[src/tmcap_pkg.sv]
// Constants, register map and carrier types of the 16-bit timer counter and capture block
// What this block does
// - Clock select zero stops the tick; other codes pick the tick source.
// - Each tick clears, increments or decrements the 16-bit counter per mode.
// - Bottom indication at zero, top indication at the sequence maximum.
// - Counter high location is the shared latch; low-byte read loads it.
// - Counter low-byte write loads the high byte from the latch together.
// - Software reads and writes the counter whether or not ticks arrive.
// - A software counter write beats any clear or count in that cycle.
// - Waveform mode bits, split over control A and B, set the sequence.
// - Overflow flag sets where the mode says and can request an interrupt.
// - Capture source is the pin, or the comparator when selected.
// - A matching edge copies the counter to capture and sets its flag.
// - Enabled capture flag requests interrupt; service or write-one clears it.
// - Capture low-byte read loads the latch; high location returns the latch.
// - Capture register is writable only when it serves as the top value.
// - Changing the source may capture falsely; software clears the flag after.
// - Both inputs synchronised like the external pin; filter adds four cycles.
// - Filter output changes only after four agreeing system-clock samples.
// - Filter and edge detector always on, except capture-as-top modes.
// - Every new capture overwrites the capture register.
// - Software driving the capture pin's port captures like an external event.
// - All 16-bit registers share one high-byte latch.
// - Top is 0xFFFF, 0x00FF, 0x01FF, 0x03FF, compare A or capture, by mode.
package tmcap_pkg;

  // ********************************
  // Register offsets
  // ********************************
  localparam logic [7:0] OFS_CTRL_A = 8'h00;
  localparam logic [7:0] OFS_CTRL_B = 8'h04;
  localparam logic [7:0] OFS_CNT_LO = 8'h08;
  localparam logic [7:0] OFS_CNT_HI = 8'h0C;
  localparam logic [7:0] OFS_CAP_LO = 8'h10;
  localparam logic [7:0] OFS_CAP_HI = 8'h14;
  localparam logic [7:0] OFS_CMPA_LO = 8'h18;
  localparam logic [7:0] OFS_CMPA_HI = 8'h1C;
  localparam logic [7:0] OFS_FLAGS = 8'h20;
  localparam logic [7:0] OFS_IRQ_EN = 8'h24;
  localparam logic [7:0] OFS_COMP_CTRL = 8'h28;

  // ********************************
  // Field positions
  // ********************************
  localparam int CS_LSB = 0;
  localparam int WGM_HI_LSB = 3;
  localparam int EDGE_SEL_BIT = 6;
  localparam int NOISE_EN_BIT = 7;
  localparam int FLAG_OVF_BIT = 0;
  localparam int FLAG_CAP_BIT = 1;
  localparam int COMP_SEL_BIT = 0;

  // ********************************
  // Reset values and fixed tops
  // ********************************
  localparam logic [1:0] CTRL_A_RST = 2'h0;
  localparam logic [7:0] CTRL_B_RST = 8'h00;
  localparam logic [15:0] TOP_8BIT = 16'h00FF;
  localparam logic [15:0] TOP_9BIT = 16'h01FF;
  localparam logic [15:0] TOP_10BIT = 16'h03FF;
  localparam logic [15:0] CNT_MAX = 16'hFFFF;
  localparam int FILTER_SAMPLES = 4;

  // ********************************
  // Clock select codes
  // ********************************
  localparam logic [2:0] CS_STOP = 3'h0;
  localparam logic [2:0] CS_SYS = 3'h1;
  localparam logic [2:0] CS_PRE_FIRST = 3'h2;
  localparam logic [2:0] CS_PRE_LAST = 3'h5;
  localparam logic [2:0] CS_EXT_FALL = 3'h6;
  localparam logic [2:0] CS_EXT_RISE = 3'h7;

  // ********************************
  // Carrier types
  // ********************************
  typedef struct packed {
    logic psel;
    logic penable;
    logic pwrite;
    logic [7:0] paddr;
    logic [31:0] pwdata;
  } tmcap_apb_req_t;

  typedef struct packed {
    logic pready;
    logic pslverr;
    logic [31:0] prdata;
  } tmcap_apb_rsp_t;

endpackage

[src/tmcap_top.sv]
// 16-bit timer counter unit with input capture, behind an APB slave
//
// Local design decisions: the register addresses and the APB register port.
`timescale 1ns/100ps
module tmcap_top #(
  parameter int FILTER_LEN = tmcap_pkg::FILTER_SAMPLES
) (
  input wire logic clk,
  input wire logic resetn,
  input wire tmcap_pkg::tmcap_apb_req_t apb_req,
  output tmcap_pkg::tmcap_apb_rsp_t apb_rsp,
  input wire logic [3:0] prescale_tick,
  input wire logic external_clock_pin,
  input wire logic capture_pin,
  input wire logic comparator_output,
  input wire logic overflow_irq_ack,
  input wire logic capture_irq_ack,
  output logic overflow_irq,
  output logic capture_irq,
  output logic timer_tick,
  output logic counter_top,
  output logic counter_bottom,
  output logic [3:0] waveform_mode_field,
  output logic [15:0] counter_value
);

  initial begin
    if (FILTER_LEN < 2 || FILTER_LEN > 16) begin
      $error("FILTER_LEN must lie between 2 and 16");
    end
  end

  // ********************************
  // Registers
  // ********************************
  logic [1:0] ctrl_a_r;
  logic [7:0] ctrl_b_r;
  logic [15:0] cnt_r;
  logic [15:0] cnt_nxt;
  logic down_r;
  logic down_nxt;
  logic [7:0] temp_r;
  logic [7:0] snap_hi_r;
  logic [15:0] icr_r;
  logic [15:0] ocra_r;
  logic ovf_flag_r;
  logic cap_flag_r;
  logic ovf_en_r;
  logic cap_en_r;
  logic comp_sel_r;
  logic [2:0] cs;
  logic [3:0] wgm;

  assign cs = ctrl_b_r[tmcap_pkg::CS_LSB +: 3];
  assign wgm = {ctrl_b_r[tmcap_pkg::WGM_HI_LSB +: 2], ctrl_a_r};

  // ********************************
  // APB slave
  // ********************************
  // No wait state: read data is registered at the setup edge so the
  // response port comes from flip-flops.
  logic setup_phase;
  logic acc_done;
  logic wr_done;
  logic rd_done;
  logic [7:0] wbyte;
  logic [7:0] rd_lo;
  logic rd_hit;

  assign setup_phase = apb_req.psel & ~apb_req.penable & ~apb_rsp.pready;
  assign acc_done = apb_req.psel & apb_req.penable & apb_rsp.pready;
  assign wr_done = acc_done & apb_req.pwrite;
  assign rd_done = acc_done & ~apb_req.pwrite;
  assign wbyte = apb_req.pwdata[7:0];

  always_comb begin
    rd_lo = 8'h00;
    rd_hit = 1'b1;
    unique case (apb_req.paddr)
      tmcap_pkg::OFS_CTRL_A: rd_lo = {6'h00, ctrl_a_r};
      tmcap_pkg::OFS_CTRL_B: rd_lo = ctrl_b_r;
      tmcap_pkg::OFS_CNT_LO: rd_lo = cnt_r[7:0];
      tmcap_pkg::OFS_CNT_HI: rd_lo = temp_r;
      tmcap_pkg::OFS_CAP_LO: rd_lo = icr_r[7:0];
      tmcap_pkg::OFS_CAP_HI: rd_lo = temp_r;
      tmcap_pkg::OFS_CMPA_LO: rd_lo = ocra_r[7:0];
      // Compare A is only changed by software, so no latch on reads
      tmcap_pkg::OFS_CMPA_HI: rd_lo = ocra_r[15:8];
      tmcap_pkg::OFS_FLAGS: rd_lo = {6'h00, cap_flag_r, ovf_flag_r};
      tmcap_pkg::OFS_IRQ_EN: rd_lo = {6'h00, cap_en_r, ovf_en_r};
      tmcap_pkg::OFS_COMP_CTRL: rd_lo = {7'h00, comp_sel_r};
      default: rd_hit = 1'b0;
    endcase
  end

  always_ff @(posedge clk) begin
    if (!resetn) begin
      apb_rsp <= '0;
    end else if (setup_phase) begin
      apb_rsp.pready <= 1'b1;
      apb_rsp.pslverr <= ~rd_hit;
      apb_rsp.prdata <= apb_req.pwrite ? 32'h0000_0000 : {24'h00_0000, rd_lo};
    end else begin
      apb_rsp.pready <= 1'b0;
      apb_rsp.pslverr <= 1'b0;
    end
  end

  // Snapshot of the high byte taken with the low byte sampled for prdata
  always_ff @(posedge clk) begin
    if (!resetn) begin
      snap_hi_r <= 8'h00;
    end else if (setup_phase) begin
      snap_hi_r <= (apb_req.paddr == tmcap_pkg::OFS_CAP_LO) ? icr_r[15:8] : cnt_r[15:8];
    end
  end

  // Shared high-byte latch for every 16-bit register
  always_ff @(posedge clk) begin
    if (!resetn) begin
      temp_r <= 8'h00;
    end else if (rd_done && (apb_req.paddr == tmcap_pkg::OFS_CNT_LO ||
                             apb_req.paddr == tmcap_pkg::OFS_CAP_LO)) begin
      temp_r <= snap_hi_r;
    end else if (wr_done && (apb_req.paddr == tmcap_pkg::OFS_CNT_HI ||
                             apb_req.paddr == tmcap_pkg::OFS_CAP_HI ||
                             apb_req.paddr == tmcap_pkg::OFS_CMPA_HI)) begin
      temp_r <= wbyte;
    end
  end

  always_ff @(posedge clk) begin
    if (!resetn) begin
      ctrl_a_r <= tmcap_pkg::CTRL_A_RST;
      ctrl_b_r <= tmcap_pkg::CTRL_B_RST;
      ovf_en_r <= 1'b0;
      cap_en_r <= 1'b0;
      comp_sel_r <= 1'b0;
      ocra_r <= 16'h0000;
    end else if (wr_done) begin
      if (apb_req.paddr == tmcap_pkg::OFS_CTRL_A) begin
        ctrl_a_r <= wbyte[1:0];
      end
      if (apb_req.paddr == tmcap_pkg::OFS_CTRL_B) begin
        ctrl_b_r <= wbyte;
      end
      if (apb_req.paddr == tmcap_pkg::OFS_IRQ_EN) begin
        ovf_en_r <= wbyte[tmcap_pkg::FLAG_OVF_BIT];
        cap_en_r <= wbyte[tmcap_pkg::FLAG_CAP_BIT];
      end
      if (apb_req.paddr == tmcap_pkg::OFS_COMP_CTRL) begin
        comp_sel_r <= wbyte[tmcap_pkg::COMP_SEL_BIT];
      end
      if (apb_req.paddr == tmcap_pkg::OFS_CMPA_LO) begin
        ocra_r <= {temp_r, wbyte};
      end
    end
  end

  // ********************************
  // Mode decode and top value
  // ********************************
  logic icr_top;
  logic ocra_top;
  logic dual_slope;
  logic fast_pwm;
  logic clear_at_top;
  logic [15:0] top_val;

  always_comb begin
    icr_top = (wgm == 4'h8) || (wgm == 4'hA) || (wgm == 4'hC) || (wgm == 4'hE);
    ocra_top = (wgm == 4'h4) || (wgm == 4'h9) || (wgm == 4'hB) || (wgm == 4'hF);
    dual_slope = (wgm >= 4'h1 && wgm <= 4'h3) || (wgm >= 4'h8 && wgm <= 4'hB);
    fast_pwm = (wgm >= 4'h5 && wgm <= 4'h7) || (wgm == 4'hE) || (wgm == 4'hF);
    // Reserved mode 13 behaves as free running
    clear_at_top = (wgm != 4'h0) && (wgm != 4'hD);
    if (icr_top) begin
      top_val = icr_r;
    end else if (ocra_top) begin
      top_val = ocra_r;
    end else if (wgm[1:0] == 2'h1) begin
      top_val = tmcap_pkg::TOP_8BIT;
    end else if (wgm[1:0] == 2'h2) begin
      top_val = tmcap_pkg::TOP_9BIT;
    end else if (wgm[1:0] == 2'h3) begin
      top_val = tmcap_pkg::TOP_10BIT;
    end else begin
      top_val = tmcap_pkg::CNT_MAX;
    end
  end

  // ********************************
  // Tick selection
  // ********************************
  logic ext_s1_r;
  logic ext_s2_r;
  logic ext_d_r;
  logic tick;

  always_ff @(posedge clk) begin
    if (!resetn) begin
      ext_s1_r <= 1'b0;
      ext_s2_r <= 1'b0;
      ext_d_r <= 1'b0;
    end else begin
      ext_s1_r <= external_clock_pin;
      ext_s2_r <= ext_s1_r;
      ext_d_r <= ext_s2_r;
    end
  end

  always_comb begin
    tick = 1'b0;
    if (cs == tmcap_pkg::CS_SYS) begin
      tick = 1'b1;
    end else if (cs >= tmcap_pkg::CS_PRE_FIRST && cs <= tmcap_pkg::CS_PRE_LAST) begin
      tick = prescale_tick[2'(cs - tmcap_pkg::CS_PRE_FIRST)];
    end else if (cs == tmcap_pkg::CS_EXT_FALL) begin
      tick = ext_d_r & ~ext_s2_r;
    end else if (cs == tmcap_pkg::CS_EXT_RISE) begin
      tick = ~ext_d_r & ext_s2_r;
    end
  end

  // ********************************
  // Counter
  // ********************************
  logic cnt_wr;
  logic ovf_evt;

  assign cnt_wr = wr_done && (apb_req.paddr == tmcap_pkg::OFS_CNT_LO);

  always_comb begin
    cnt_nxt = cnt_r;
    down_nxt = down_r;
    ovf_evt = 1'b0;
    if (cnt_wr) begin
      cnt_nxt = {temp_r, wbyte};
    end else if (tick) begin
      if (dual_slope) begin
        if (!down_r) begin
          if (cnt_r >= top_val) begin
            down_nxt = 1'b1;
            cnt_nxt = cnt_r - 16'h0001;
          end else begin
            cnt_nxt = cnt_r + 16'h0001;
          end
        end else if (cnt_r == 16'h0000) begin
          down_nxt = 1'b0;
          cnt_nxt = 16'h0001;
          ovf_evt = 1'b1;
        end else begin
          cnt_nxt = cnt_r - 16'h0001;
        end
      end else begin
        down_nxt = 1'b0;
        if (clear_at_top && cnt_r == top_val) begin
          cnt_nxt = 16'h0000;
        end else begin
          cnt_nxt = cnt_r + 16'h0001;
        end
        // Fast PWM overflows at top, free running and clear-on-match at max
        ovf_evt = fast_pwm ? (cnt_r == top_val) : (cnt_r == tmcap_pkg::CNT_MAX);
      end
    end
  end

  always_ff @(posedge clk) begin
    if (!resetn) begin
      cnt_r <= 16'h0000;
      down_r <= 1'b0;
    end else begin
      cnt_r <= cnt_nxt;
      down_r <= down_nxt;
    end
  end

  // ********************************
  // Capture input path
  // ********************************
  logic pin_s1_r;
  logic pin_s2_r;
  logic cmp_s1_r;
  logic cmp_s2_r;
  logic cap_src;
  logic [FILTER_LEN-2:0] filt_sh_r;
  logic [FILTER_LEN-1:0] filt_win;
  logic filt_r;
  logic cap_in;
  logic cap_d_r;
  logic cap_evt;

  // Pin level includes whatever the port drives, so software can capture
  always_ff @(posedge clk) begin
    if (!resetn) begin
      pin_s1_r <= 1'b0;
      pin_s2_r <= 1'b0;
      cmp_s1_r <= 1'b0;
      cmp_s2_r <= 1'b0;
    end else begin
      pin_s1_r <= capture_pin;
      pin_s2_r <= pin_s1_r;
      cmp_s1_r <= comparator_output;
      cmp_s2_r <= cmp_s1_r;
    end
  end

  // Source switch can itself look like an edge
  assign cap_src = comp_sel_r ? cmp_s2_r : pin_s2_r;

  // Window holds the live sample, so the filter adds exactly FILTER_LEN cycles
  assign filt_win = {filt_sh_r, cap_src};

  // Filter runs on the system clock regardless of tick selection
  always_ff @(posedge clk) begin
    if (!resetn) begin
      filt_sh_r <= '0;
      filt_r <= 1'b0;
    end else begin
      filt_sh_r <= filt_win[FILTER_LEN-2:0];
      if (&filt_win) begin
        filt_r <= 1'b1;
      end else if (~|filt_win) begin
        filt_r <= 1'b0;
      end
    end
  end

  assign cap_in = ctrl_b_r[tmcap_pkg::NOISE_EN_BIT] ? filt_r : cap_src;

  always_ff @(posedge clk) begin
    if (!resetn) begin
      cap_d_r <= 1'b0;
    end else begin
      cap_d_r <= cap_in;
    end
  end

  assign cap_evt = ~icr_top && (ctrl_b_r[tmcap_pkg::EDGE_SEL_BIT] ?
                   (cap_in & ~cap_d_r) : (~cap_in & cap_d_r));

  // Capture register: event overwrites, writes only when it is the top
  always_ff @(posedge clk) begin
    if (!resetn) begin
      icr_r <= 16'h0000;
    end else if (cap_evt) begin
      icr_r <= cnt_r;
    end else if (icr_top && wr_done && apb_req.paddr == tmcap_pkg::OFS_CAP_LO) begin
      icr_r <= {temp_r, wbyte};
    end
  end

  // ********************************
  // Flags and interrupt requests
  // ********************************
  logic flag_wr;

  assign flag_wr = wr_done && (apb_req.paddr == tmcap_pkg::OFS_FLAGS);

  // Set wins over write-one clear and service acknowledge
  always_ff @(posedge clk) begin
    if (!resetn) begin
      ovf_flag_r <= 1'b0;
      cap_flag_r <= 1'b0;
    end else begin
      ovf_flag_r <= ovf_evt | (ovf_flag_r & ~overflow_irq_ack &
                    ~(flag_wr & wbyte[tmcap_pkg::FLAG_OVF_BIT]));
      cap_flag_r <= cap_evt | (cap_flag_r & ~capture_irq_ack &
                    ~(flag_wr & wbyte[tmcap_pkg::FLAG_CAP_BIT]));
    end
  end

  always_ff @(posedge clk) begin
    if (!resetn) begin
      overflow_irq <= 1'b0;
      capture_irq <= 1'b0;
    end else begin
      overflow_irq <= ovf_flag_r & ovf_en_r;
      capture_irq <= cap_flag_r & cap_en_r;
    end
  end

  // ********************************
  // Status outputs to compare units
  // ********************************
  always_ff @(posedge clk) begin
    if (!resetn) begin
      timer_tick <= 1'b0;
      counter_top <= 1'b0;
      counter_bottom <= 1'b0;
      waveform_mode_field <= 4'h0;
      counter_value <= 16'h0000;
    end else begin
      timer_tick <= tick;
      counter_top <= (cnt_nxt == top_val);
      counter_bottom <= (cnt_nxt == 16'h0000);
      waveform_mode_field <= wgm;
      counter_value <= cnt_nxt;
    end
  end

endmodule

[config.mk]
export PLATFORM = sky130hd
export DESIGN_NAME = tmcap_top
export DESIGN_NICKNAME = d
export VERILOG_FILES = /design/src/tmcap_pkg.sv /design/src/tmcap_top.sv
export SDC_FILE = /design/constraint.sdc
export NUM_CORES = 1
export LEC_CHECK = 0
export BUFFER_PORTS_ARGS = -buffer_cell sky130_fd_sc_hd__buf_2
export CAP_MARGIN = 30
export CORE_MARGIN = 2
export CORE_UTILIZATION = 63
export DETAILED_ROUTE_END_ITERATION = 8
export MAX_ROUTING_LAYER = met4
export PLACE_DENSITY = 0.87
export SYNTH_ARGS = -nofsm -noshare
export SYNTH_HDL_FRONTEND = slang
export SYNTH_SLANG_ARGS = --single-unit
[constraint.sdc]
create_clock -name clk -period 8.1 [get_ports clk]
set_input_delay 0.81 -clock clk [delete_from_list [all_inputs] [get_ports clk]]
set_output_delay 0.81 -clock clk [all_outputs]
set_load 0.05 [all_outputs]
Yosys cells after proc, flatten, opt, wreduce, memory -nomap -nowiden. Index checks and enable logic that the tools add are counted.

$add $sub $neg: 3. Order comparisons: 10. Equal/unequal tests: 29. Mux-type cells: 42. Bitwise gates (word level): 34. Reduce and logical (&&, ||, !) cells: 42.

Operators with widths (count): two-way mux 16 bit (14); one-hot mux 8 bit (10 select lines) (1); == test 16 bit (2); == test 8 x 5 -> 1 bit (second input constant) (4); zero test 16 bit (2); two-way mux 8 bit (4); == test 4 bit (second input constant) (7); == test 8 x 6 -> 1 bit (second input constant) (3); two-way mux 1 bit (21); AND 1 bit (18); adder 16 x 1 -> 16 bit (second input constant) (1); == test 16 bit (second input constant) (1); == test 8 x 4 -> 1 bit (second input constant) (2); >= comparator 16 bit (1); subtractor 16 x 1 -> 16 bit (second input constant) (1); NOT 1 bit (14); AND reduction 2 bit (7); logical AND 1 bit (13); logical OR 1 bit (12); OR reduction 11 bit (1); == test 8 x 3 -> 1 bit (second input constant) (1); zero test 8 bit (1); == test 3 bit (second input constant) (2); == test 2 bit (second input constant) (2); 23 further kinds (25).

Register bits: 135. Bits of input ports: 54. Output and inout port bits: 59.

Longest topological paths before layout.
Word-level depth: 13. Depth in mapped cells: 20. Gate-level depth less buffers: 18.

Worst setup path after synthesis. Ideal clock, no wire load.

Path kind: register -> register. Start point: register ctrl_a_r[0]. End point: register counter_top. Library setup time: 0.061 ns. Data arrival time: 4.273 ns. Setup slack: 3.766 ns. Cell stages (with the launch flop): 19. Path buffers: 2. Clock period less this slack: 4.334 ns. Cell sequence: dfxtp_1 > inv_1 > ha_1 > o21ai_1 > clkbuf_1 > nor2_1 > a21oi_1 > inv_1 > ha_1 > nand4_2 > or2_1 > o41ai_2 > nor3_2 > buf_2 > o31a_1 > a32oi_1 > o221ai_1 > nor4_1 > and4_1.

Longest elaborated chain between the ends: 13.

Ends and longest elaborated chain: start, declared (RTL line tmcap_top.sv:36) `logic [1:0] ctrl_a_r;`; start signal, assigned (RTL line tmcap_top.sv:134) `ctrl_a_r <= tmcap_pkg::CTRL_A_RST;`; start signal, assigned (RTL line tmcap_top.sv:142) `ctrl_a_r <= wbyte[1:0];`; == test 2 bit (tied with other cells) (RTL line tmcap_top.sv:185) `end else if (wgm[1:0] == 2'h3) begin`; two-way mux 16 bit / logical OR 1 bit (equally long branches) (RTL line tmcap_top.sv:185, tmcap_top.sv:172); two-way mux 16 bit / logical OR 1 bit (equally long branches) (RTL line tmcap_top.sv:183, tmcap_top.sv:172); two-way mux 16 bit / logical OR 1 bit (equally long branches) (RTL line tmcap_top.sv:181, tmcap_top.sv:172); two-way mux 16 bit (RTL line tmcap_top.sv:179) `end else if (ocra_top) begin`; two-way mux 16 bit (RTL line tmcap_top.sv:177) `if (icr_top) begin`; >= comparator 16 bit / == test 16 bit (equally long branches) (RTL line tmcap_top.sv:242, tmcap_top.sv:257); two-way mux 16 bit / logical AND 1 bit (equally long branches) (RTL line tmcap_top.sv:242, tmcap_top.sv:257); two-way mux 16 bit, on equally long branches (RTL line tmcap_top.sv:241, tmcap_top.sv:257); two-way mux 16 bit (RTL line tmcap_top.sv:240) `if (dual_slope) begin`; two-way mux 16 bit (RTL line tmcap_top.sv:239) `end else if (tick) begin`; two-way mux 16 bit (RTL line tmcap_top.sv:237) `if (cnt_wr) begin`; == test 16 bit * (RTL line tmcap_top.sv:395) `counter_top <= (cnt_nxt == top_val);`; end signal, assigned (RTL line tmcap_top.sv:395); end, declared (RTL line tmcap_top.sv:21) `output logic counter_top,`.

Mark *: on every way between the ends. The rest lies on a longest branch, timed or not. A chain may end at the register's enable or synchronous reset.

Final worst setup path.
Start point: register ctrl_a_r[1]. End point: register counter_bottom.

Longest elaborated chain between the ends: 13.

Ends and longest elaborated chain: == test 2 bit (tied with other cells) (RTL line tmcap_top.sv:185); two-way mux 16 bit / logical OR 1 bit (equally long branches) (RTL line tmcap_top.sv:185, tmcap_top.sv:172); two-way mux 16 bit / logical OR 1 bit (equally long branches) (RTL line tmcap_top.sv:183, tmcap_top.sv:172); two-way mux 16 bit / logical OR 1 bit (equally long branches) (RTL line tmcap_top.sv:181, tmcap_top.sv:172); two-way mux 16 bit (RTL line tmcap_top.sv:179); two-way mux 16 bit (RTL line tmcap_top.sv:177); >= comparator 16 bit / == test 16 bit (equally long branches) (RTL line tmcap_top.sv:242, tmcap_top.sv:257); two-way mux 16 bit / logical AND 1 bit (equally long branches) (RTL line tmcap_top.sv:242, tmcap_top.sv:257); two-way mux 16 bit, on equally long branches (RTL line tmcap_top.sv:241, tmcap_top.sv:257); two-way mux 16 bit * (RTL line tmcap_top.sv:240); two-way mux 16 bit * (RTL line tmcap_top.sv:239); two-way mux 16 bit * (RTL line tmcap_top.sv:237); zero test 16 bit * (RTL line tmcap_top.sv:396) `counter_bottom <= (cnt_nxt == 16'h0000);`; end signal, assigned (RTL line tmcap_top.sv:396); end, declared (RTL line tmcap_top.sv:22) `output logic counter_bottom,`.

Marks and branches as above.

==> run metrics <==
Ports 113; critical path launch point ctrl_a_r[1]; leak pwr 3.36 nW; CTS clock-pin slew for the worst setup and hold paths 0.08 ns; Die Y 112 µm; crit end category flop; dpl hpwl 18.8 mm; critical path class flop to flop; filler instances 922; final setup fails 0; Reg area 0.00222 mm²; chip width 112 µm; TritonCTS clock tree done; vias 7817; post-synthesis cell type count 82; Crit-path slowest cell nor4_1; area delta synth->final 8.94%; Synth Register Bits 111; CP required 8.41 ns; CP Depth 18; crit share post-route 0.705; ys flop type dfxtp_1; Core Area 0.0115 mm²; initial antenna violation count 1; EDFF count, synth 0; sequential-to-total area share from yosys stat 0.300; cells along the critical path inv_1 -> ha_1 -> nor2b_1 -> o21a_1 -> o21a_1 -> a21oi_1 -> inv_1 -> ha_1 -> nand4_2 -> nor4_1 -> a21oi_1 -> buf_4 -> nor2b_1 -> a311oi_1 -> nor2_1 -> nor4_1 -> nand4_1 -> and4bb_1; Max-Cap Viols 0; port bufs 64; number of antenna-violating nets in the routed design 0; placed instance area 0.00775 mm²; hold buffers post-CTS 0; Final Core Density 0.704; CTS H-Tree Depth 3; Final Hold Viols 0; global-route wire length before repair 40.0 mm; delay of the slowest cell on the worst path 0.58 ns; asr flop ratio synth 0; Hold Path Cell Cnt 1; Avg Inst Size Synth 7.66 µm²; area of the multi-input gates 0.00477 mm²; Gates resized, CTS repair 0; fmax 0.175 GHz; Clock Skew 0.0118 ns; R2R cell count 18; Crit Path Max Fanout 11; Synth top area share 0.300; pwr/cell area 137 mW/mm²; CTS Sinks 111; Post-synth top cells dfxtp_1, nor2_1, nand2_1; final instance area 0.00808 mm²; Hold Startpoint pin_s1_r; clock buffer depth 2; Avg Vias per Cell 6.80; Overall Global Routing Usage 0.419; die area 0.0127 mm²; site row count 39; Slew Limit Headroom 0.365; DR DRC count 0; worst path arrival time 6.02 ns; setup_tns 0 ns; Yosys Warn Count 0; post-CTS setup buffers 0; layout cells sized above 1 0.117; reg2reg start ctrl_a_r[1]; number of buffers created by CTS 9; Layout Nets 1079; crit-path leading delay family simple AND/OR/NAND/NOR gates; CP startpoint kind flop; GR Overflow Total 0; Slew Viols, Final 0; Tmin final 5.71 ns; root buffer cell clkbuf_16; GPL Wtd Cong 1.04; insertion delay of the later-clocked pin in the worst-skew pair 0.36 ns; outcome finished clean; Worst Tran Pin Value 0.948 ns; Synth area leader dfxtp_1; Synth area leaders dfxtp_1, nor2_1, nand2_1, mux2i_1, a21oi_1; cells after synthesis 968; WL final 26.1 mm; First-pass DRT Iterations 8; WHS 0.438 ns; pin count of the biggest net entering global routing 85; initial DRC count 974; WL/cell 22.7 µm; Bufs and invs on worst path 3; Synth Cell Area 0.00741 mm²; worst min path class flop to flop; Peak VDD IR 0.000147 V; Starting Density 0.647; unrepaired setup endpoints after global routing false; number of global-route vias before repair 7309
kinds of logic (layout without fill, tap and decap cells):
| family | after synthesis | in the layout | share of synthesized area |
|---|---|---|---|
| AO/OA/AOI/OAI | 252 | 252 | 0.231 |
| multiplexers | 37 | 37 | 0.0501 |
| XOR/XNOR | 27 | 27 | 0.0319 |
| flip-flops | 111 | 111 | 0.300 |
| buffers and inverters | 105 | 120 | 0.0683 |
| adder cells (fa/ha/maj) | 24 | 24 | 0.0405 |
| other | 1 | 25 | 0.000506 |
| AND/OR/NAND/NOR | 411 | 411 | 0.278 |
final timing paths:
path / end / slack (ns)
setup / recovery: counter_bottom / 2.39
hold / removal: pin_s2_r / 0.44
hold reg to reg: pin_s2_r / 0.44
setup reg to reg: counter_bottom / 2.39
power breakdown:
group	internal (mW)	switching [mW]	leakage, nW
Combinational	0.0173	0.0615	2.31
Sequential	0.553	0.00471	0.898
Clock	0.247	0.222	0.155
sequential cells by signal (all words and copies together) (netlist names), 2 cells and up:
name	flops
counter_value	16
icr_r	16
ocra_r	16
apb_rsp	10
ctrl_b_r	8
snap_hi_r	8
temp_r	8
waveform_mode_field	4
filt_sh_r	3
ctrl_a_r	2
worst register-to-register path, delay by kind of cell, from the launching register on:
family	cells	cell delay (ns)
AND/OR/NAND/NOR	8	2.14
AO/OA/AOI/OAI	5	1.89
adder cells (fa/ha/maj)	2	0.60
buffers and inverters	3	0.59
flip-flops	1	0.43
metal layers:
layer	wire [µm]	track usage	up-vias	part of all wire
met5	0	-	-	0
met4	1830	0.245	0	0.070
met3	2580	0.0934	131	0.099
met2	11700	0.650	524	0.45
met1	10000	0.501	3586	0.38
li1	-	-	3576	-
cell usage in the layout (no fill, tap or decap), types with 17 or more instances in the layout:
cell      count
a211oi_1     29
a21oi_1      70
a22oi_1      31
and2_1       30
buf_2        64
buf_4        19
conb_1       24
dfxtp_1     111
ha_1         24
inv_1        17
mux2i_1      36
nand2_1     104
nand3_1      42
nand4_1      19
nor2_1      111
nor3_1       23
nor4_1       18
o21ai_0      27
xnor2_1      18
final cells by class:
type	instances	share of cell area
multi-input combinational	775	0.591
sequential	111	0.275
clock inverter	7	0.0110
timing repair buffer	86	0.0644
inverter	18	0.00836
antenna	1	0.000310
tap	143	0.0221
clock buffer	9	0.0279
per-stage QoR:
step / worst slack (ns) / cells / power (mW)
floorplan: 3.77 / 991 / 0.633
global placement: 2.54 / 1130 / 0.645
detailed placement: 2.58 / 1132 / 0.647
CTS: 2.53 / 1148 / 1.10
global route: 2.20 / 1150 / 1.13
finish: 2.39 / 1150 / 1.11
(Power assumes the default switching activity.)
